[config.mk]
export PLATFORM = sky130hd
export DESIGN_NAME = data_address_buffer_parity
export DESIGN_NICKNAME = d
export VERILOG_FILES = /design/src/design/buffer_pkg.sv /design/src/design/byte_lane_router.sv /design/src/design/data_address_buffer_parity.sv /design/src/design/read_word_fifo.sv
export SDC_FILE = /design/constraint.sdc
export NUM_CORES = 1
export LEC_CHECK = 0
export BUFFER_PORTS_ARGS = -buffer_cell sky130_fd_sc_hd__buf_2
export CORE_AREA = 2 2 318 194
export CTS_CLUSTER_SIZE = 20
export DETAILED_ROUTE_END_ITERATION = 10
export DIE_AREA = 0 0 320 196
export GPL_ROUTABILITY_DRIVEN = 0
export GPL_TIMING_DRIVEN = 0
export HOLD_SLACK_MARGIN = 0.03
export PLACE_DENSITY = 0.42
export SLEW_MARGIN = 5
export SYNTH_ARGS = -nofsm -noshare
export SYNTH_HDL_FRONTEND = slang
export SYNTH_SLANG_ARGS = --single-unit
[constraint.sdc]
create_clock -name clock_i -period 3.2 [get_ports clock_i]
set_input_delay 0.16 -clock clock_i [delete_from_list [all_inputs] [get_ports clock_i]]
set_output_delay 0.16 -clock clock_i [all_outputs]
set_load 0.05 [all_outputs]
[src/design/buffer_pkg.sv]
package buffer_pkg;

   localparam int ADDR_W = 16;
   localparam int DATA_W = 16;
   localparam int BYTE_W = 8;
   localparam int LANES = 2;
   localparam int LO_LSB = 0;
   localparam int HI_LSB = 8;
   localparam int LANE_LO = 0;
   localparam int LANE_HI = 1;
   localparam int FIFO_DEPTH = 16;

   // Conversion codes, high bit first
   localparam logic [1:0] CODE_WRITE_FULL_LO = 2'h0;
   localparam logic [1:0] CODE_READ_FULL_LO = 2'h1;
   localparam logic [1:0] CODE_WRITE_HI = 2'h2;
   localparam logic [1:0] CODE_READ_HI = 2'h3;

   localparam logic [ADDR_W-1:0] ADDR_RESET = 16'h0000;
   localparam logic [DATA_W-1:0] DATA_RESET = 16'h0000;
   localparam logic [LANES-1:0] LANES_NONE = 2'h0;
   localparam logic [LANES-1:0] LANES_LO = 2'h1;
   localparam logic [LANES-1:0] LANES_HI = 2'h2;
   localparam logic [LANES-1:0] LANES_BOTH = 2'h3;

   typedef enum logic [1:0] {
      READ_IDLE,
      READ_OPEN,
      READ_CHECKED
   } read_state_t;

   // Even parity: the check bit that makes the byte plus bit even
   function automatic logic even_parity(input logic [BYTE_W-1:0] value);
      even_parity = ^value;
   endfunction

   function automatic logic [BYTE_W-1:0] lane_of(input logic [DATA_W-1:0] word, input int lane);
      lane_of = (lane == LANE_HI) ? word[HI_LSB +: BYTE_W] : word[LO_LSB +: BYTE_W];
   endfunction

endpackage

[src/design/byte_lane_router.sv]
`timescale 1ns/100ps
module byte_lane_router (
   input wire logic qualifier_i,
   input wire logic [1:0] code_i,
   input wire logic hold_acknowledge_i,
   input wire logic high_byte_enable_i,
   input wire logic [buffer_pkg::DATA_W-1:0] cpu_word_i,
   input wire logic [buffer_pkg::DATA_W-1:0] memory_word_i,
   output logic [buffer_pkg::DATA_W-1:0] drive_word_o,
   output logic [buffer_pkg::LANES-1:0] drive_lanes_o,
   output logic read_lo_enable_o,
   output logic read_hi_enable_o,
   output logic read_hi_from_low_o
);
   import buffer_pkg::*;

   always_comb begin
      logic cpu_cycle;
      logic [LANES-1:0] cpu_lanes;
      cpu_cycle = ~hold_acknowledge_i;
      cpu_lanes = high_byte_enable_i ? LANES_BOTH : LANES_LO;
      // Straight lanes, no swapping, when the code is not qualified
      drive_word_o = cpu_word_i;
      drive_lanes_o = cpu_cycle ? cpu_lanes : LANES_NONE;
      read_lo_enable_o = cpu_cycle;
      read_hi_enable_o = cpu_cycle & high_byte_enable_i;
      read_hi_from_low_o = 1'b0;
      if (qualifier_i) begin
         case (code_i)
            CODE_WRITE_FULL_LO: begin
               read_lo_enable_o = 1'b0;
               read_hi_enable_o = 1'b0;
            end
            CODE_READ_FULL_LO: begin
               drive_lanes_o = LANES_NONE;
            end
            CODE_WRITE_HI: begin
               read_lo_enable_o = 1'b0;
               read_hi_enable_o = 1'b0;
               if (cpu_cycle) begin
                  drive_word_o[LO_LSB +: BYTE_W] = lane_of(cpu_word_i, LANE_HI);
                  drive_lanes_o = LANES_LO;
               end else begin
                  drive_word_o[HI_LSB +: BYTE_W] = lane_of(memory_word_i, LANE_LO);
                  drive_lanes_o = LANES_HI;
               end
            end
            CODE_READ_HI: begin
               read_lo_enable_o = 1'b0;
               read_hi_enable_o = cpu_cycle;
               read_hi_from_low_o = cpu_cycle;
               if (cpu_cycle) begin
                  drive_lanes_o = LANES_NONE;
               end else begin
                  drive_word_o[LO_LSB +: BYTE_W] = lane_of(memory_word_i, LANE_HI);
                  drive_lanes_o = LANES_LO;
               end
            end
            default: begin
               drive_lanes_o = LANES_NONE;
            end
         endcase
      end
   end
endmodule

[src/design/data_address_buffer_parity.sv]
`timescale 1ns/100ps
// Functional notes
// - Peripheral address follows CPU address bit for bit
// - Address latched on strobe unless hold acknowledged
// - Buffered path between CPU and memory data
// - Read latch enabled by direction, hold, code
// - Conversion code obeyed only while qualifier asserted
// - Codes: write, read, high write, high read
// - Full transfers straight lanes; low transfers low only
// - CPU high byte crosses to memory low lane
// - DMA high write copies low lane upward
// - DMA high read copies high lane downward
// - Write cycles drive even parity per byte
// - Qualified read cycles flag odd parity on bytes read
// - Read direction: release memory, drive CPU bus unless hold
// - Read ends: release CPU, drive memory, checks
// - Fault output on after latch, off after read
module data_address_buffer_parity (
   input wire logic clock_i,
   input wire logic reset_i,
   input wire logic clock_enable_i,
   input wire logic [buffer_pkg::ADDR_W-1:0] cpu_address_i,
   input wire logic cpu_address_latch_strobe_i,
   input wire logic hold_acknowledge_i,
   output logic [buffer_pkg::ADDR_W-1:0] peripheral_address_lines_o,
   input wire logic [buffer_pkg::DATA_W-1:0] cpu_data_bus_i,
   output logic [buffer_pkg::DATA_W-1:0] cpu_data_bus_o,
   output logic [buffer_pkg::DATA_W-1:0] cpu_data_bus_oe_o,
   input wire logic [buffer_pkg::DATA_W-1:0] memory_data_bus_i,
   output logic [buffer_pkg::DATA_W-1:0] memory_data_bus_o,
   output logic [buffer_pkg::DATA_W-1:0] memory_data_bus_oe_o,
   input wire logic low_byte_check_bit_i,
   output logic low_byte_check_bit_o,
   output logic low_byte_check_bit_oe_o,
   input wire logic high_byte_check_bit_i,
   output logic high_byte_check_bit_o,
   output logic high_byte_check_bit_oe_o,
   input wire logic read_direction_strobe_i,
   input wire logic data_latch_strobe_i,
   input wire logic action_code_qualifier_i,
   input wire logic conversion_code_high_i,
   input wire logic conversion_code_low_i,
   input wire logic cpu_high_byte_enable_i,
   output logic parity_fault_flag_o,
   output logic parity_fault_flag_oe_o,
   output logic read_word_ready_o,
   output logic read_word_valid_o,
   output logic [buffer_pkg::DATA_W-1:0] read_word_o,
   input wire logic read_word_accept_i
);
   import buffer_pkg::*;

   logic [DATA_W-1:0] route_word;
   logic [LANES-1:0] route_lanes;
   logic route_read_lo, route_read_hi, route_hi_from_low;
   logic [1:0] code;

   logic [ADDR_W-1:0] next_address;
   logic [DATA_W-1:0] read_latch, next_read_latch;
   logic [DATA_W-1:0] next_cpu_oe;
   logic [DATA_W-1:0] next_memory_out, next_memory_oe;
   logic next_low_check, next_high_check, next_check_oe;
   read_state_t read_state, next_read_state;
   logic strobe_seen, next_strobe_seen;
   logic fault_pending, next_fault_pending;
   logic next_fault_flag, next_fault_oe;
   logic push_valid, next_push_valid;
   logic fifo_in_ready;

   assign code = {conversion_code_high_i, conversion_code_low_i};

   byte_lane_router router (
      .qualifier_i(action_code_qualifier_i),
      .code_i(code),
      .hold_acknowledge_i(hold_acknowledge_i),
      .high_byte_enable_i(cpu_high_byte_enable_i),
      .cpu_word_i(cpu_data_bus_i),
      .memory_word_i(memory_data_bus_i),
      .drive_word_o(route_word),
      .drive_lanes_o(route_lanes),
      .read_lo_enable_o(route_read_lo),
      .read_hi_enable_o(route_read_hi),
      .read_hi_from_low_o(route_hi_from_low)
   );

   // Address latch
   always_comb begin
      next_address = peripheral_address_lines_o;
      if (cpu_address_latch_strobe_i && !hold_acknowledge_i) begin
         next_address = cpu_address_i;
      end
   end

   always_ff @(posedge clock_i) begin
      if (reset_i) begin
         peripheral_address_lines_o <= ADDR_RESET;
      end else if (clock_enable_i) begin
         peripheral_address_lines_o <= next_address;
      end
   end

   // Memory side drive and parity generation
   always_comb begin
      logic [DATA_W-1:0] effective;
      logic [DATA_W-1:0] lane_mask;
      logic driving;
      driving = ~read_direction_strobe_i;
      lane_mask = {{BYTE_W{route_lanes[LANE_HI]}}, {BYTE_W{route_lanes[LANE_LO]}}};
      next_memory_out = route_word;
      next_memory_oe = driving ? lane_mask : DATA_RESET;
      // Lanes left to another driver still feed the check bits
      effective = (route_word & lane_mask) | (memory_data_bus_i & ~lane_mask);
      next_low_check = even_parity(lane_of(effective, LANE_LO));
      next_high_check = even_parity(lane_of(effective, LANE_HI));
      next_check_oe = driving && (route_lanes != LANES_NONE);
   end

   always_ff @(posedge clock_i) begin
      if (reset_i) begin
         memory_data_bus_o <= DATA_RESET;
         memory_data_bus_oe_o <= DATA_RESET;
         low_byte_check_bit_o <= 1'b0;
         high_byte_check_bit_o <= 1'b0;
         low_byte_check_bit_oe_o <= 1'b0;
         high_byte_check_bit_oe_o <= 1'b0;
      end else if (clock_enable_i) begin
         memory_data_bus_o <= next_memory_out;
         memory_data_bus_oe_o <= next_memory_oe;
         low_byte_check_bit_o <= next_low_check;
         high_byte_check_bit_o <= next_high_check;
         low_byte_check_bit_oe_o <= next_check_oe;
         high_byte_check_bit_oe_o <= next_check_oe;
      end
   end

   // Read latch, parity check and read sequence
   always_comb begin
      logic latch_open, lo_bad, hi_bad, check_hi;
      latch_open = read_direction_strobe_i && data_latch_strobe_i;
      lo_bad = even_parity(lane_of(memory_data_bus_i, LANE_LO)) ^ low_byte_check_bit_i;
      hi_bad = even_parity(lane_of(memory_data_bus_i, LANE_HI)) ^ high_byte_check_bit_i;
      check_hi = route_read_hi && !route_hi_from_low;
      next_read_latch = read_latch;
      next_cpu_oe = DATA_RESET;
      next_read_state = read_state;
      next_strobe_seen = strobe_seen;
      next_fault_pending = fault_pending;
      next_push_valid = 1'b0;
      next_fault_flag = 1'b0;
      next_fault_oe = 1'b0;
      if (read_direction_strobe_i && !hold_acknowledge_i) begin
         next_cpu_oe = {DATA_W{1'b1}};
      end
      if (latch_open) begin
         if (route_read_lo) begin
            next_read_latch[LO_LSB +: BYTE_W] = lane_of(memory_data_bus_i, LANE_LO);
         end
         if (route_read_hi) begin
            next_read_latch[HI_LSB +: BYTE_W] = route_hi_from_low
               ? lane_of(memory_data_bus_i, LANE_LO)
               : lane_of(memory_data_bus_i, LANE_HI);
         end
         // Last sample before the strobe falls decides the fault
         next_fault_pending = (route_read_lo && lo_bad) || (route_hi_from_low && lo_bad)
            || (check_hi && hi_bad);
      end
      case (read_state)
         READ_IDLE: begin
            next_strobe_seen = 1'b0;
            next_fault_pending = latch_open ? next_fault_pending : 1'b0;
            if (read_direction_strobe_i) begin
               next_read_state = READ_OPEN;
               next_strobe_seen = data_latch_strobe_i;
            end
         end
         READ_OPEN: begin
            if (!read_direction_strobe_i) begin
               next_read_state = READ_IDLE;
            end else if (data_latch_strobe_i) begin
               next_strobe_seen = 1'b1;
            end else if (strobe_seen) begin
               next_read_state = READ_CHECKED;
               next_push_valid = !hold_acknowledge_i;
            end
         end
         READ_CHECKED: begin
            if (!read_direction_strobe_i) begin
               next_read_state = READ_IDLE;
            end else if (data_latch_strobe_i) begin
               next_read_state = READ_OPEN;
               next_strobe_seen = 1'b1;
            end
         end
         default: begin
            next_read_state = READ_IDLE;
         end
      endcase
      if (next_read_state == READ_CHECKED) begin
         next_fault_oe = 1'b1;
         next_fault_flag = next_fault_pending && action_code_qualifier_i;
      end
   end

   always_ff @(posedge clock_i) begin
      if (reset_i) begin
         read_latch <= DATA_RESET;
         cpu_data_bus_oe_o <= DATA_RESET;
         read_state <= READ_IDLE;
         strobe_seen <= 1'b0;
         fault_pending <= 1'b0;
         parity_fault_flag_o <= 1'b0;
         parity_fault_flag_oe_o <= 1'b0;
         push_valid <= 1'b0;
      end else if (clock_enable_i) begin
         read_latch <= next_read_latch;
         cpu_data_bus_oe_o <= next_cpu_oe;
         read_state <= next_read_state;
         strobe_seen <= next_strobe_seen;
         fault_pending <= next_fault_pending;
         parity_fault_flag_o <= next_fault_flag;
         parity_fault_flag_oe_o <= next_fault_oe;
         push_valid <= next_push_valid;
      end
   end

   assign cpu_data_bus_o = read_latch;
   assign read_word_ready_o = fifo_in_ready;

   // Completed CPU read words; a word offered while full is lost,
   // the controller watches the ready output to avoid that
   read_word_fifo #(
      .WIDTH(DATA_W),
      .DEPTH(FIFO_DEPTH)
   ) read_words (
      .clock_i(clock_i),
      .reset_i(reset_i),
      .enable_i(clock_enable_i),
      .in_valid_i(push_valid),
      .in_data_i(read_latch),
      .in_ready_o(fifo_in_ready),
      .out_valid_o(read_word_valid_o),
      .out_data_o(read_word_o),
      .out_ready_i(read_word_accept_i)
   );
endmodule

[src/design/read_word_fifo.sv]
`timescale 1ns/100ps
module read_word_fifo #(
   parameter int WIDTH = 16,
   parameter int DEPTH = 16
) (
   input wire logic clock_i,
   input wire logic reset_i,
   input wire logic enable_i,
   input wire logic in_valid_i,
   input wire logic [WIDTH-1:0] in_data_i,
   output logic in_ready_o,
   output logic out_valid_o,
   output logic [WIDTH-1:0] out_data_o,
   input wire logic out_ready_i
);
   localparam int PTR_W = $clog2(DEPTH);
   localparam logic [PTR_W:0] COUNT_FULL = DEPTH[PTR_W:0];
   localparam logic [PTR_W:0] COUNT_ONE = 1;
   localparam logic [PTR_W-1:0] PTR_ONE = 1;

   logic [WIDTH-1:0] store [DEPTH];
   logic [WIDTH-1:0] next_store [DEPTH];
   logic [PTR_W-1:0] wr_ptr, next_wr_ptr, rd_ptr, next_rd_ptr;
   logic [PTR_W:0] count, next_count;
   logic next_in_ready, next_out_valid;
   logic [WIDTH-1:0] next_out_data;

   // Output word sits in its own register so the port comes from a flop
   always_comb begin
      logic push, head_free, into_head;
      push = in_valid_i & in_ready_o;
      head_free = ~out_valid_o | out_ready_i;
      into_head = 1'b0;
      next_store = store;
      next_wr_ptr = wr_ptr;
      next_rd_ptr = rd_ptr;
      next_count = count;
      next_out_valid = out_valid_o;
      next_out_data = out_data_o;
      if (head_free) begin
         if (count != '0) begin
            next_out_data = store[rd_ptr];
            next_out_valid = 1'b1;
            next_rd_ptr = rd_ptr + PTR_ONE;
            next_count = count - COUNT_ONE;
         end else if (push) begin
            next_out_data = in_data_i;
            next_out_valid = 1'b1;
            into_head = 1'b1;
         end else begin
            next_out_valid = 1'b0;
         end
      end
      if (push && !into_head) begin
         next_store[wr_ptr] = in_data_i;
         next_wr_ptr = wr_ptr + PTR_ONE;
         next_count = next_count + COUNT_ONE;
      end
      next_in_ready = next_count != COUNT_FULL;
   end

   always_ff @(posedge clock_i) begin
      if (reset_i) begin
         wr_ptr <= '0;
         rd_ptr <= '0;
         count <= '0;
         in_ready_o <= 1'b0;
         out_valid_o <= 1'b0;
         out_data_o <= '0;
      end else if (enable_i) begin
         store <= next_store;
         wr_ptr <= next_wr_ptr;
         rd_ptr <= next_rd_ptr;
         count <= next_count;
         in_ready_o <= next_in_ready;
         out_valid_o <= next_out_valid;
         out_data_o <= next_out_data;
      end
   end
endmodule
# == Word-level counts from Yosys, hierarchy flattened ==
# Cells that the tools add are included.
# word_totals
regBits,377
inputBits,62
out_inout_bits,104
elab_cells,162
# op_classes
addsub,4
n_lt_le_gt_ge,3
eq_ne,9
muxes,56
bitwise_logic,15
reduce_logical,38
# ops
op,count
$bwmux 256,1
$mux 16,8
$bmux 16 s4,1
$demux 16 s4,1
$mux 8,5
$and 16x16->16,2
$reduce_xor 8->1,4
$mux 1,22
$mux 2,10
$not 16->16,1
$or 16x16->16,1
$pmux 8 s2,1
$mux 5,3
$reduce_and 3->1,5
$pmux 2 s3,2
$logic_and 1x1->1,11
$ge 5x5->1 const B,2
$not 4->5,2
$add 4x1->4 const B,2
$eq 2x2->1 const B,4
$reduce_and 2->1,3
$reduce_bool 2->1,3
$add 5x1->5 const B,1
$lt 5x1->1 const B,1
other kinds (16),29

# == Depth between registers and ports, before layout ==
# Gate-level depths: netlist of run 1.
# logic_depth
word_depth,12
depth_mapped,10
depth_no_buf,9

# == Cells and area by module ==
# Synthesis of run 1 repeated with hierarchy kept, for this count alone.
# unflattened
cells_unflattened,1003
area_unflattened_um2,14850.5
# modules_own_cells
module,instances,cells_each,area_per_inst_um2
read_word_fifo,1,587,11389.7
data_address_buffer_parity,1,343,2932.8
byte_lane_router,1,73,528.0

# == Least setup slack after synthesis of run 1 ==
# OpenSTA, ideal clock, no wires.
# synth_path
path_type,reg2reg
from,register read_words.out_valid_o
to,register read_words.store[192] (netlist bit) (enable)
setup_time_ns,0.409
arrival_ns,2.849
required_time_ns,2.791
path_slack_ns,-0.059
stages_incl_launch_ff,7
n_path_buf,0
synth_period_minus_slack_ns,3.259
path_cell_list,dfxtp_1 -> nand2b_1 -> a21oi_2 -> nand2_1 -> nor2_1 -> nand2_1 -> nor3_1
# synth_via
elab_chain_cells,6
# synth_lines
item,line,source
from (decl),read_word_fifo.sv:12,"output logic out_valid_o,"
from (signal assigned),read_word_fifo.sv:76,out_valid_o <= next_out_valid;
$not 1->1,read_word_fifo.sv:32,head_free = ~out_valid_o | out_ready_i;
$or 1x1->1,read_word_fifo.sv:32,
$mux 1,read_word_fifo.sv:40,if (head_free) begin
$logic_not 1->1,read_word_fifo.sv:54,if (push && !into_head) begin
$logic_and 1x1->1,read_word_fifo.sv:54,
$reduce_and 3->1 (no source line),-,
to (signal assigned),read_word_fifo.sv:71,store <= next_store;
to (decl),read_word_fifo.sv:21,logic [WIDTH-1:0] store [DEPTH];
# No other way between the ends.
# A chain may end at the register's enable or synchronous reset.

# == Worst setup path in the final report of run 1 ==
# layout_path
from,register read_words.rd_ptr[2]
to,register read_words.out_data_o[1]
# layout_via
elab_chain_cells,5
# layout_lines
item,line,source
from (decl),read_word_fifo.sv:23,"logic [PTR_W-1:0] wr_ptr, next_wr_ptr, rd_ptr, next_rd_ptr;"
from (signal assigned),read_word_fifo.sv:73,rd_ptr <= next_rd_ptr;
$not 4->5 (not written as such),read_word_fifo.sv:42,next_out_data = store[rd_ptr];
$bmux 16 s4,read_word_fifo.sv:42,
$mux 16 (not written as such) (2 in series),read_word_fifo.sv:42,
$mux 16,read_word_fifo.sv:41,if (count != '0) begin
to (signal assigned),read_word_fifo.sv:77,out_data_o <= next_out_data;
to (decl),read_word_fifo.sv:13,"output logic [WIDTH-1:0] out_data_o,"
# No other way between the ends. The select of a mux whose other input is x is not followed.

==> reports/metrics.csv, run 1 <==
stage,metric,value,unit
synthesis,synth_commonest_cells,"256 x edfxtp_1, 127 x nor2_1, 92 x dfxtp_1, 79 x mux4_2, 74 x nand2_1",
floorplan,pin_count,166,
global_routing,grt-ovfl-total,0,
floorplan,die_h,196,um
routing,drc,0,
routing,vias,9698,
routing,drt_iter0_drc,946,
layout,antenna_cells,0,
synthesis,ys_seq_area_share,64.35,%
routing,wl,46840,um
layout,layout.nets,1369,
place,place_ws,-0.1638,ns
synthesis,ys_types,61,
synthesis,syn_nets,1101,
cts,cts_buffers,36,
cts,cts_sinks,348,
power,cellLeakagePower,6.727,nW
power,intPower,0.008164,W
synthesis,synth_top_family_by_area,multiplexers,
layout,regArea,0.009529,mm2
floorplan,dieArea,0.06272,mm2
worst_setup_path,critPathLaunchType,flop,
synthesis,yosys_most_used_dff,edfxtp_1,
power,seqPwrFrac,43.7,%
floorplan,fp.dieW,320,um
timing,slew_violations,0,
synthesis,ys.warnings.count,0,
power,ir_drop,0.3460,mV
routing,drt-pass1-iter-count,5,
cts,cts_tree,built,
synthesis,synth_top_cell_by_area,edfxtp_1,
synthesis,synth_area_leaders,"edfxtp_1 52%, dfxtp_1 12%, mux4_2 12%",
synthesis,synth-xor-area-share,2.222,%
floorplan,core-area,0.06008,mm2
worst_setup_path,crit_fanout,10,
global_routing,grt_pass1_wl,67420,um
layout,nFillCells,5978,
timing,tightest_slew,1.171,ns
cts,cts_buffer_depth,3,
timing,finalSetupViolCount,0,
timing,rsz0062_at_grt,no,
synthesis,synthDominantCellAreaShare,51.91,%
worst_setup_path,end_kind,flop,
place,dp_hpwl,32870,um
global_routing,grt_pass1_vias,9437,
floorplan,rows,70,
layout,area_delta_synth_final,26.68,%
global_routing,grt_max_degree,20,
power,net-switching-power,0.003231,W
power,pwr-share-clk,38.0,%
run_status,status,finished clean,
synthesis,ys_seq_elements,348,
timing,slew_headroom,21.93,%
timing,layout_min_cycle_time,3.068,ns
timing,fin_worst_skew,0.01887,ns
flow_run,cap_violations,0,
cts,clk_latency,0.54,ns
hold_path,holdCritPathClass,primary input to flop,
floorplan,start_util,24.65,%
synthesis,synth-compound-area-share,6.835,%
layout,multi_input_area,0.004873,mm2
routing,viasPerCell,4.583,
power,pwr_density_cell,607.4,mW/mm2
cts,clkTransAtPathRegs,0.06,ns
power,switching_share,28.35,%
synthesis,synth.most_common_cell,edfxtp_1,
cts,cts-root-buf,clkbuf_16,
synthesis,synthSimpleGateAreaFrac,8.060,%
synthesis,synth_edf_count,256,
synthesis,async_flop_share,0,%
layout,drive_gt1_share,31.12,%
cts,h-tree-depth,2,
synthesis,netlist_instances,1029,
timing,setup_ws,0.1323,ns
routing,routedWlPerCell,22.14,um
worst_setup_path,path_class,flop to flop,
synthesis,syn_area,0.01481,mm2
timing,final.period_utilization,95.87,%
worst_setup_path,arrival,3.45,ns
synthesis,synth_adder_area_share,0.8449,%
worst_setup_path,cp.required,3.59,ns
power,comb_power_share,18.3,%
routing,postRouteAntennaNets,0,
place,placed_cell_area,0.01695,mm2
place,port-buffer-count,164,
timing,max_freq,326.0,MHz
timing,hold_viol,0,
global_routing,grtUsageTotal,14.69,%
global_routing,antenna_found_initial,0,
layout,finalInstanceArea,0.01876,mm2
synthesis,synthMuxAreaShare,13.98,%
synthesis,synth_area_per_cell,14.39,um2
[power by group through the flow]
stage	sequential (W)	clock (W)	combinational (W)
after detailed placement	0.00508	0	0.00206
after global placement	0.00508	0	0.00205
after floorplan	0.00528	0	0.00122
after CTS	0.00498	0.00443	0.00210
after global routing	0.00499	0.00463	0.00224
final	0.00498	0.00433	0.00209
[per-stage QoR]
stage	setup TNS (ns)	cells	util, %	hold WS [ns]	total power, W
4_1_cts	-2.805	2114	31.16	0.03002	0.01151
2_1_floorplan	0	1029	-	0.2960	0.006505
6_report	0	2116	31.22	0.04365	0.01140
3_5_place_dp	-11.15	1997	28.20	0.4063	0.007134
5_1_grt	0	2116	31.22	0.04294	0.01186
3_3_place_gp	-253.05	1985	27.70	0.4004	0.007130
[worst max-delay path, cell delays in order, from the launching register on]
cell and delay (ns):
dfxtp_1 0.34, buf_2 0.36, buf_1 0.85, mux4_2 0.42, mux4_2 0.47, o22ai_1 0.20
nor2_1 0.11, a21oi_2 0.12, nor2_1 0.04
[cell type report]
class,count,area share [%]
flip-flops and latches,348,50.79
multi-input cells,581,25.98
repair buffers,230,8.577
well taps,792,5.282
clock buffers,40,4.995
plain buffers,88,2.701
clock inverters,25,1.434
inverters,12,0.2401
[kinds of logic after synthesis]
logic type               Yosys count
AO/OA/AOI/OAI                    157
flip-flops                       348
multiplexers                     108
AND/OR/NAND/NOR                  270
buffers and inverters            100
adder cells (fa/ha/maj)           10
XOR/XNOR                          36
[cells in the final DEF (no fill, tap or decap), types with 9 or more instances in the layout]
cell           count
mux4_2            79
buf_2            179
buf_4             44
xor2_1            12
edfxtp_1         256
nand2_1           74
o22ai_1           19
a211oi_1          14
a21oi_2           11
buf_1              9
nand3_1           19
mux2i_1           28
nor2_1           115
a311oi_1          10
ha_1              10
dfxtp_1           92
clkbuf_1          30
a21oi_1           54
nor2_4            13
xnor2_1           23
inv_1             10
clkbuf_16         37
dlygate4sd3_1     36
nor2b_1            9
o21ai_0           16
[worst paths after layout]
check | cells past startpoint | slack (ns) | start | endpoint
worst min register to register | 2 | 0.46 | peripheral_address_lines_o[11] | peripheral_address_lines_o[11]
worst min-delay path | 3 | 0.04 | memory_data_bus_i[0] | cpu_data_bus_o[0]
worst max-delay path | 8 | 0.13 | read_words.rd_ptr[2] | read_words.out_data_o[1]
worst max register to register | 8 | 0.13 | read_words.rd_ptr[2] | read_words.out_data_o[1]
[repair_timing]
action,4_1_cts,5_1_grt
pin swaps,8,2
resized for setup,5,5
hold buffers,36,0
hold endpoints to repair,30,0
endpoints found under the setup margin,190,161
buffers inserted,16,2
[routing by layer]
metal,GRT usage (%),vias up,share of wire (%)
li1,-,4431,-
met1,23.76,4965,52
met2,19.82,254,41
met3,3.149,48,5.6
met4,2.556,0,1.4
met5,0,-,0
[state kept, by name (all words and copies together), names as in the netlist]
name	count
read_words.rd_ptr	4
fault_pending	1
high_byte_check_bit_o	1
parity_fault_flag_o	1
read_words.wr_ptr	4
cpu_data_bus_oe_o	1
memory_data_bus_o	16
cpu_data_bus_o	16
read_words.store	256
strobe_seen	1
read_state	2
peripheral_address_lines_o	16
push_valid	1
read_words.out_valid_o	1
memory_data_bus_oe_o	2
high_byte_check_bit_oe_o	1
low_byte_check_bit_o	1
read_words.count	5
read_words.in_ready_o	1
parity_fault_flag_oe_o	1
read_words.out_data_o	16
Power figures use the tool's default switching activity.
==> run 2, diff against run 1 <==
--- a/config.mk
+++ b/config.mk
@@ -5,11 +5,12 @@
 export SDC_FILE = /design/constraint.sdc
 export NUM_CORES = 1
 export LEC_CHECK = 0
+export ABC_AREA = 1
 export BUFFER_PORTS_ARGS = -buffer_cell sky130_fd_sc_hd__buf_2
-export CORE_AREA = 2 2 318 194
+export CORE_AREA = 2 2 322 197
 export CTS_CLUSTER_SIZE = 20
 export DETAILED_ROUTE_END_ITERATION = 10
-export DIE_AREA = 0 0 320 196
+export DIE_AREA = 0 0 324 199
 export GPL_ROUTABILITY_DRIVEN = 0
 export GPL_TIMING_DRIVEN = 0
 export HOLD_SLACK_MARGIN = 0.03
@@ -18,3 +19,4 @@
 export SYNTH_ARGS = -nofsm -noshare
 export SYNTH_HDL_FRONTEND = slang
 export SYNTH_SLANG_ARGS = --single-unit
+export TNS_END_PERCENT = 100
==> run 2 against run 1 <==
Net effect:
- critical path depth grew 4
- first-iteration DRC count grew 30%
- sequential share of layout area down 0.39 points
- combinational power shrank 16%
- non-clock buffer count increased by 12
- final cell count grew 24%
- clock skew about the same
- utilization fell by 0.60 points
- hold slack better by 0.0077 ns
- die area up 2.8%
- largest cell class unchanged
- largest power group unchanged
==> reports/metrics.csv, run 2 <==
stage,metric,value,unit
run_status,status,finished clean,
layout,antenna_cells,0,
timing,hold_viol,0,
synthesis,synthDominantCellAreaShare,50.41,%
synthesis,synth_edf_count,256,
floorplan,start_util,24.70,%
cts,cts_tree,built,
cts,cts_sinks,348,
synthesis,ys_seq_elements,348,
layout,area_delta_synth_final,23.97,%
cts,cts_buffers,35,
worst_setup_path,crit_path_frequent_cell,inv_1,
timing,tightest_slew,0.9805,ns
timing,fin_worst_skew,0.01913,ns
synthesis,synth_top_cell_by_area,edfxtp_1,
synthesis,synthSimpleGateAreaFrac,13.85,%
worst_setup_path,crit_fanout,9,
synthesis,synth_area_per_cell,10.05,um2
worst_setup_path,crit_chain,inv_1 > ha_1 > nand2_1 > nor2_2 > nand3_1 > inv_1 > nor2_1 > inv_1 > nor2_1 > nand3_1 > nor2_2 > buf_8,
timing,slew_headroom,34.54,%
layout,final_common_cell,edfxtp_1,
floorplan,rows,71,
hold_path,hold_path_end,read_words.out_valid_o,
timing,rsz0062_at_grt,yes,
power,cellLeakagePower,7.253,nW
synthesis,ys_types,39,
layout,nFillCells,6380,
worst_setup_path,crit_buf_inv,4,
place,port-buffer-count,164,
global_routing,grt_max_degree,20,
global_routing,antenna_found_initial,1,
worst_setup_path,rr_worst_depth,12,
worst_setup_path,cp.required,3.43,ns
timing,max_freq,325.5,MHz
layout,regArea,0.009529,mm2
worst_setup_path,r2r_slack,0.13,ns
synthesis,synth-compound-area-share,15.04,%
timing,final.period_utilization,96.02,%
power,pwr_density_cell,560.2,mW/mm2
routing,routedWlPerCell,20.39,um
floorplan,dieArea,0.06448,mm2
synthesis,synth.most_common_cell,edfxtp_1,
layout,layout.nets,1842,
synthesis,syn_nets,1590,
worst_setup_path,critPathLaunchType,flop,
cts,h-tree-depth,2,
power,ir_drop,0.2544,mV
global_routing,grtUsageTotal,16.16,%
synthesis,synth_area_leaders,"edfxtp_1 50%, dfxtp_1 12%, o21ai_0 5.7%",
global_routing,grt-ovfl-total,0,
place,placed_cell_area,0.01743,mm2
routing,drc,0,
cts,clkTransAtPathRegs,0.06,ns
power,total_power,0.01059,W
routing,viasPerCell,4.737,
synthesis,synth_commonest_cells,"256 x edfxtp_1, 228 x nand2_1, 193 x nor2_1, 175 x o21ai_0, 118 x inv_1",
worst_setup_path,crit_family,simple AND/OR/NAND/NOR gates,
synthesis,synth_top_family_by_area,compound AO/OA/AOI/OAI gates,
routing,vias,12480,
floorplan,core-area,0.06174,mm2
worst_setup_path,end_kind,flop,
place,dp_hpwl,39610,um
floorplan,die_h,199,um
routing,wl,53720,um
synthesis,syn_area,0.01525,mm2
floorplan,pin_count,166,
hold_path,holdPathStages,4,
global_routing,grt_pass1_vias,11310,
timing,layout_min_cycle_time,3.072,ns
synthesis,synthMuxAreaShare,0,%
cts,clk_latency,0.53,ns
flow_run,cap_violations,0,
worst_setup_path,regToRegEndpoint,read_words.store[66],
layout,largest_reg_flops,256,
routing,drt-pass1-iter-count,6,
synthesis,async_flop_share,0,%
synthesis,yosys_most_used_dff,edfxtp_1,
synthesis,netlist_instances,1518,
worst_setup_path,r2r_start,read_words.count[0],
synthesis,ys.warnings.count,0,
hold_path,holdCritPathClass,primary input to flop,
layout,multi_input_area,0.004785,mm2
cts,cts_buffer_depth,3,
global_routing,grt_pass1_wl,76760,um
synthesis,synth-xor-area-share,0.9764,%
layout,finalInstanceArea,0.01891,mm2
routing,postRouteAntennaNets,0,
timing,finalSetupTns,0,ns
synthesis,synth_adder_area_share,0.8205,%
synthesis,ys_seq_area_share,62.49,%
layout,regMostFlops,read_words.store,
worst_setup_path,arrival,3.31,ns
timing,finalSetupViolCount,0,
cts,cts-root-buf,clkbuf_16,
floorplan,fp.dieW,324,um
timing,timing.hold.ws,0.05138,ns
layout,final_cell_mix,"256 x edfxtp_1, 228 x nand2_1, 182 x buf_2, 177 x nor2_1, 175 x o21ai_0",
worst_setup_path,path_class,flop to flop,
hold_path,min-delay-start,clock_enable_i,
worst_setup_path,max_stage_delay,0.64,ns
worst_setup_path,slowest_stage,nor2_2,
layout,drive_gt1_share,18.11,%
timing,slew_violations,0,
routing,drt_iter0_drc,1234,
-- run 2: logic make-up after synthesis --
kind of cell / count (synthesis)
flip-flops: 348
AO/OA/AOI/OAI: 387
XOR/XNOR: 17
AND/OR/NAND/NOR: 518
buffers and inverters: 238
adder cells (fa/ha/maj): 10
-- run 2: cell type report --
class	instances	share of cell area, %
timing repair buffer	215	7.809
buffer	115	3.064
clock inverter	18	0.6089
multi-input combinational	932	25.31
clock buffer	44	4.811
sequential	348	50.40
tap	839	5.553
inverter	123	2.442
-- run 2: worst max path at each step --
stage | startpoint | to | slack, ns | cells past startpoint
floorplan | read_words.out_valid_o | read_words.store[100] | 0.28 | 10
global placement | read_words.count[0] | read_words.store[33] | -0.83 | 13
detailed placement | read_words.count[0] | read_words.store[33] | -0.05 | 14
CTS | read_words.count[0] | read_words.store[169] | 0.007 | 14
global route | read_words.count[0] | read_words.store[66] | -0.13 | 12
finish | read_words.count[0] | read_words.store[66] | 0.13 | 12
-- run 2: what timing repair did --
action / 4_1_cts / 5_1_grt
setup endpoints to repair: 8 / 190
endpoints found under the hold margin: 21 / 0
buffers inserted: 0 / 14
resized for setup: 1 / 12
hold buffers: 21 / 0
pin swaps: 0 / 11
-- run 2: stage by stage --
stage          instances  setup WS, ns  utilization, %
4_1_cts             2620      0.007010           30.23
3_3_place_gp        2521       -0.8287           27.73
6_report            2634        0.1275           30.62
2_1_floorplan       1518        0.2837               -
3_5_place_dp        2537      -0.05242           28.22
5_1_grt             2634       -0.1265           30.62
-- run 2: per-layer routing --
| layer | vias up | part of all wire (%) | wire length (um) | track usage (%) |
|---|---|---|---|---|
| li1 | 5802 | - | - | - |
| met1 | 6167 | 53 | 28300 | 27.22 |
| met2 | 459 | 39 | 20850 | 21.05 |
| met3 | 49 | 7.3 | 3946 | 2.505 |
| met4 | 0 | 1.2 | 618 | 2.606 |
| met5 | - | 0 | 0 | 0 |
-- run 2: where the power goes --
| group | internal [W] | leakage, nW | switching, W | total (W) |
|---|---|---|---|---|
| logic | 0.000459 | 3.61 | 0.00129 | 0.00175 |
| registers | 0.00488 | 3.15 | 0.0000787 | 0.00496 |
| clock network | 0.00210 | 0.498 | 0.00178 | 0.00388 |
-- run 2: worst register-to-register path, cell delays in order (launching register included) --
cell and delay, ns:
dfxtp_1 0.30, inv_1 0.08, ha_1 0.22, nand2_1 0.08, nor2_2 0.05, nand3_1 0.10
inv_1 0.09, nor2_1 0.23, inv_1 0.12, nor2_1 0.28, nand3_1 0.34, nor2_2 0.64
buf_8 0.24
==> run 3, diff against run 2 <==
--- a/config.mk
+++ b/config.mk
@@ -12,9 +12,9 @@
 export DETAILED_ROUTE_END_ITERATION = 10
 export DIE_AREA = 0 0 324 199
 export GPL_ROUTABILITY_DRIVEN = 0
-export GPL_TIMING_DRIVEN = 0
 export HOLD_SLACK_MARGIN = 0.03
 export PLACE_DENSITY = 0.42
+export RECOVER_POWER = 25
 export SLEW_MARGIN = 5
 export SYNTH_ARGS = -nofsm -noshare
 export SYNTH_HDL_FRONTEND = slang
==> run 3 against run 2 <==
Net effect:
- power grew 1.3%
- sequential cell count is the same
- the flow now finishes with violations (max-capacitance violations, max-slew violations)
- critical endpoint is now cpu_data_bus_o[6]
- highest routed layer unchanged
- design area down 2.2%
- critical path type is now primary input to flop
- via count shrank 5.2%
==> reports/metrics.csv, run 3 (synthesis results as in run 2) <==
stage,metric,value,unit
worst_setup_path,arrival,3.25,ns
timing,final.period_utilization,87.13,%
global_routing,antenna_found_initial,3,
floorplan,start_util,24.70,%
routing,drt-pass1-iter-count,5,
routing,wl_met1,26720,um
timing,layout_min_cycle_time,2.788,ns
cts,h-tree-depth,2,
global_routing,grtUsageTotal,15.46,%
timing,rsz0062_at_grt,no,
worst_setup_path,endpoint,cpu_data_bus_o[6],
layout,regMostFlops,read_words.store,
cts,clk_latency,0.55,ns
timing,max_freq,358.7,MHz
layout,post-route-util,29.95,%
floorplan,rows,71,
power,seqPwrFrac,46.2,%
timing,fin_worst_skew,0.01998,ns
hold_path,holdCritPathClass,primary input to flop,
power,ir_drop,0.3272,mV
cts,clkTransAtPathRegs,0.06,ns
layout,drive_gt1_share,17.74,%
worst_setup_path,crit_start,reset_i,
global_routing,grt_pass1_vias,11030,
routing,vias,11830,
layout,largest_reg_flops,256,
cts,cts_buffer_depth,3,
run_status,status,"complete, but fails checks",
layout,area_delta_synth_final,21.24,%
cts,cts_sinks,348,
cts,cts_tree,built,
power,intPower,0.007603,W
power,comb_power_share,15.5,%
worst_setup_path,rr_worst_depth,14,
worst_setup_path,end_kind,flop,
worst_setup_path,path_class,primary input to flop,
timing,hold_viol,0,
layout,final_cell_mix,"256 x edfxtp_1, 228 x nand2_1, 175 x nor2_1, 175 x o21ai_0, 164 x buf_2",
routing,dr_wl_met3,3315,um
layout,layout.nets,1771,
power,switching_share,29.17,%
worst_setup_path,cp.required,3.66,ns
power,net-switching-power,0.003131,W
cts,cts_buffers,37,
routing,postRouteAntennaNets,0,
flow_run,cap_violations,2,
power,pwr_density_cell,580.5,mW/mm2
power,cellLeakagePower,7.104,nW
hold_path,holdPathStages,3,
worst_setup_path,regToRegEndpoint,read_words.store[31],
power,pwr-share-clk,38.2,%
routing,wl,50810,um
global_routing,grt_max_degree,93,
timing,tightest_slew,2.367,ns
routing,met2_length,20170,um
floorplan,core-area,0.06174,mm2
run_status,failed_checks,"max-capacitance violations, max-slew violations",
global_routing,grt_pass1_wl,73840,um
worst_setup_path,critPathLaunchType,primary input,
cts,cts-root-buf,clkbuf_16,
timing,slew_violations,93,
worst_setup_path,crit_fanout,47,
floorplan,fp.dieW,324,um
routing,drt_iter0_drc,1064,
worst_setup_path,r2r_slack,0.44,ns
timing,finalSetupViolCount,0,
timing,slew_headroom,-57.81,%
routing,drc,0,
worst_setup_path,r2r_start,read_words.count[0],
layout,nFillCells,6436,
global_routing,grt-ovfl-total,0,
layout,final_common_cell,edfxtp_1,
timing,finalSetupTns,0,ns
floorplan,dieArea,0.06448,mm2
routing,routedWlPerCell,19.81,um
place,dp_hpwl,35170,um
layout,multi_input_area,0.004725,mm2
routing,dr.max_layer_used,met4,
floorplan,pin_count,166,
place,port-buffer-count,165,
floorplan,die_h,199,um
routing,viasPerCell,4.611,
layout,regArea,0.009535,mm2
==> run 3: power groups by stage <==
stage | Combinational (W) | Sequential, W | Clock (W)
2_1_floorplan | 0.000881 | 0.00526 | 0
3_3_place_gp | 0.00163 | 0.00506 | 0
3_5_place_dp | 0.00163 | 0.00506 | 0
4_1_cts | 0.00167 | 0.00496 | 0.00421
5_1_grt | 0.00183 | 0.00497 | 0.00440
6_report | 0.00167 | 0.00496 | 0.00410
==> run 3: worst max-delay path, cell delays in order <==
cell and delay, ns:
dlygate4sd3_1 0.56, clkbuf_1 0.17, inv_1 0.09, clkbuf_1 1.68, o21ai_0 0.33, a21oi_1 0.24
==> run 3: metrics by stage <==
step | area, um2 | worst slack, ns | power, W | cells | hold WS, ns
final | 18490 | 0.4118 | 0.01073 | 2565 | 0.04099
after global routing | 18490 | 0.09313 | 0.01121 | 2565 | 0.06774
after CTS | 18530 | 0.2823 | 0.01084 | 2564 | 0.03226
after detailed placement | 17080 | 0.2881 | 0.006691 | 2467 | 0.4325
after global placement | 17080 | 0.3688 | 0.006689 | 2467 | 0.4293
after floorplan | 15250 | 0.2837 | 0.006138 | 1518 | 0.3086
==> run 3: area by class of cell <==
type | count | area share, %
Sequential cell | 348 | 51.57
Multi-Input combinational cell | 932 | 25.55
Timing Repair Buffer | 257 | 8.608
Tap cell | 839 | 5.678
Clock buffer | 44 | 5.258
Inverter | 123 | 2.504
Clock inverter | 21 | 0.8121
Antenna cell | 1 | 0.01353
==> run 3: repair_timing <==
item,4_1_cts,5_1_grt
resized for setup,0,1
hold endpoints to repair,32,0
endpoints found under the setup margin,0,151
buffers inserted,0,0
hold buffers,32,0
==> run 3: per-layer routing <==
metal / track usage (%) / up-vias
met4: 2.589 / 0
met1: 24.81 / 5807
li1: - / 5669
met3: 3.604 / 48
met2: 20.67 / 302
met5: 0 / -
==> run 3: worst min-delay path by stage <==
| stage | from | endpoint | slack [ns] |
|---|---|---|---|
| 6_report | memory_data_bus_i[13] | cpu_data_bus_o[13] | 0.04 |
| 5_1_grt | memory_data_bus_i[11] | cpu_data_bus_o[11] | 0.07 |
| 4_1_cts | memory_data_bus_i[13] | cpu_data_bus_o[13] | 0.03 |
| 3_5_place_dp | reset_i | read_words.wr_ptr[3] | 0.43 |
| 3_3_place_gp | peripheral_address_lines_o[4] | peripheral_address_lines_o[4] | 0.43 |
| 2_1_floorplan | memory_data_bus_i[4] | cpu_data_bus_o[4] | 0.31 |
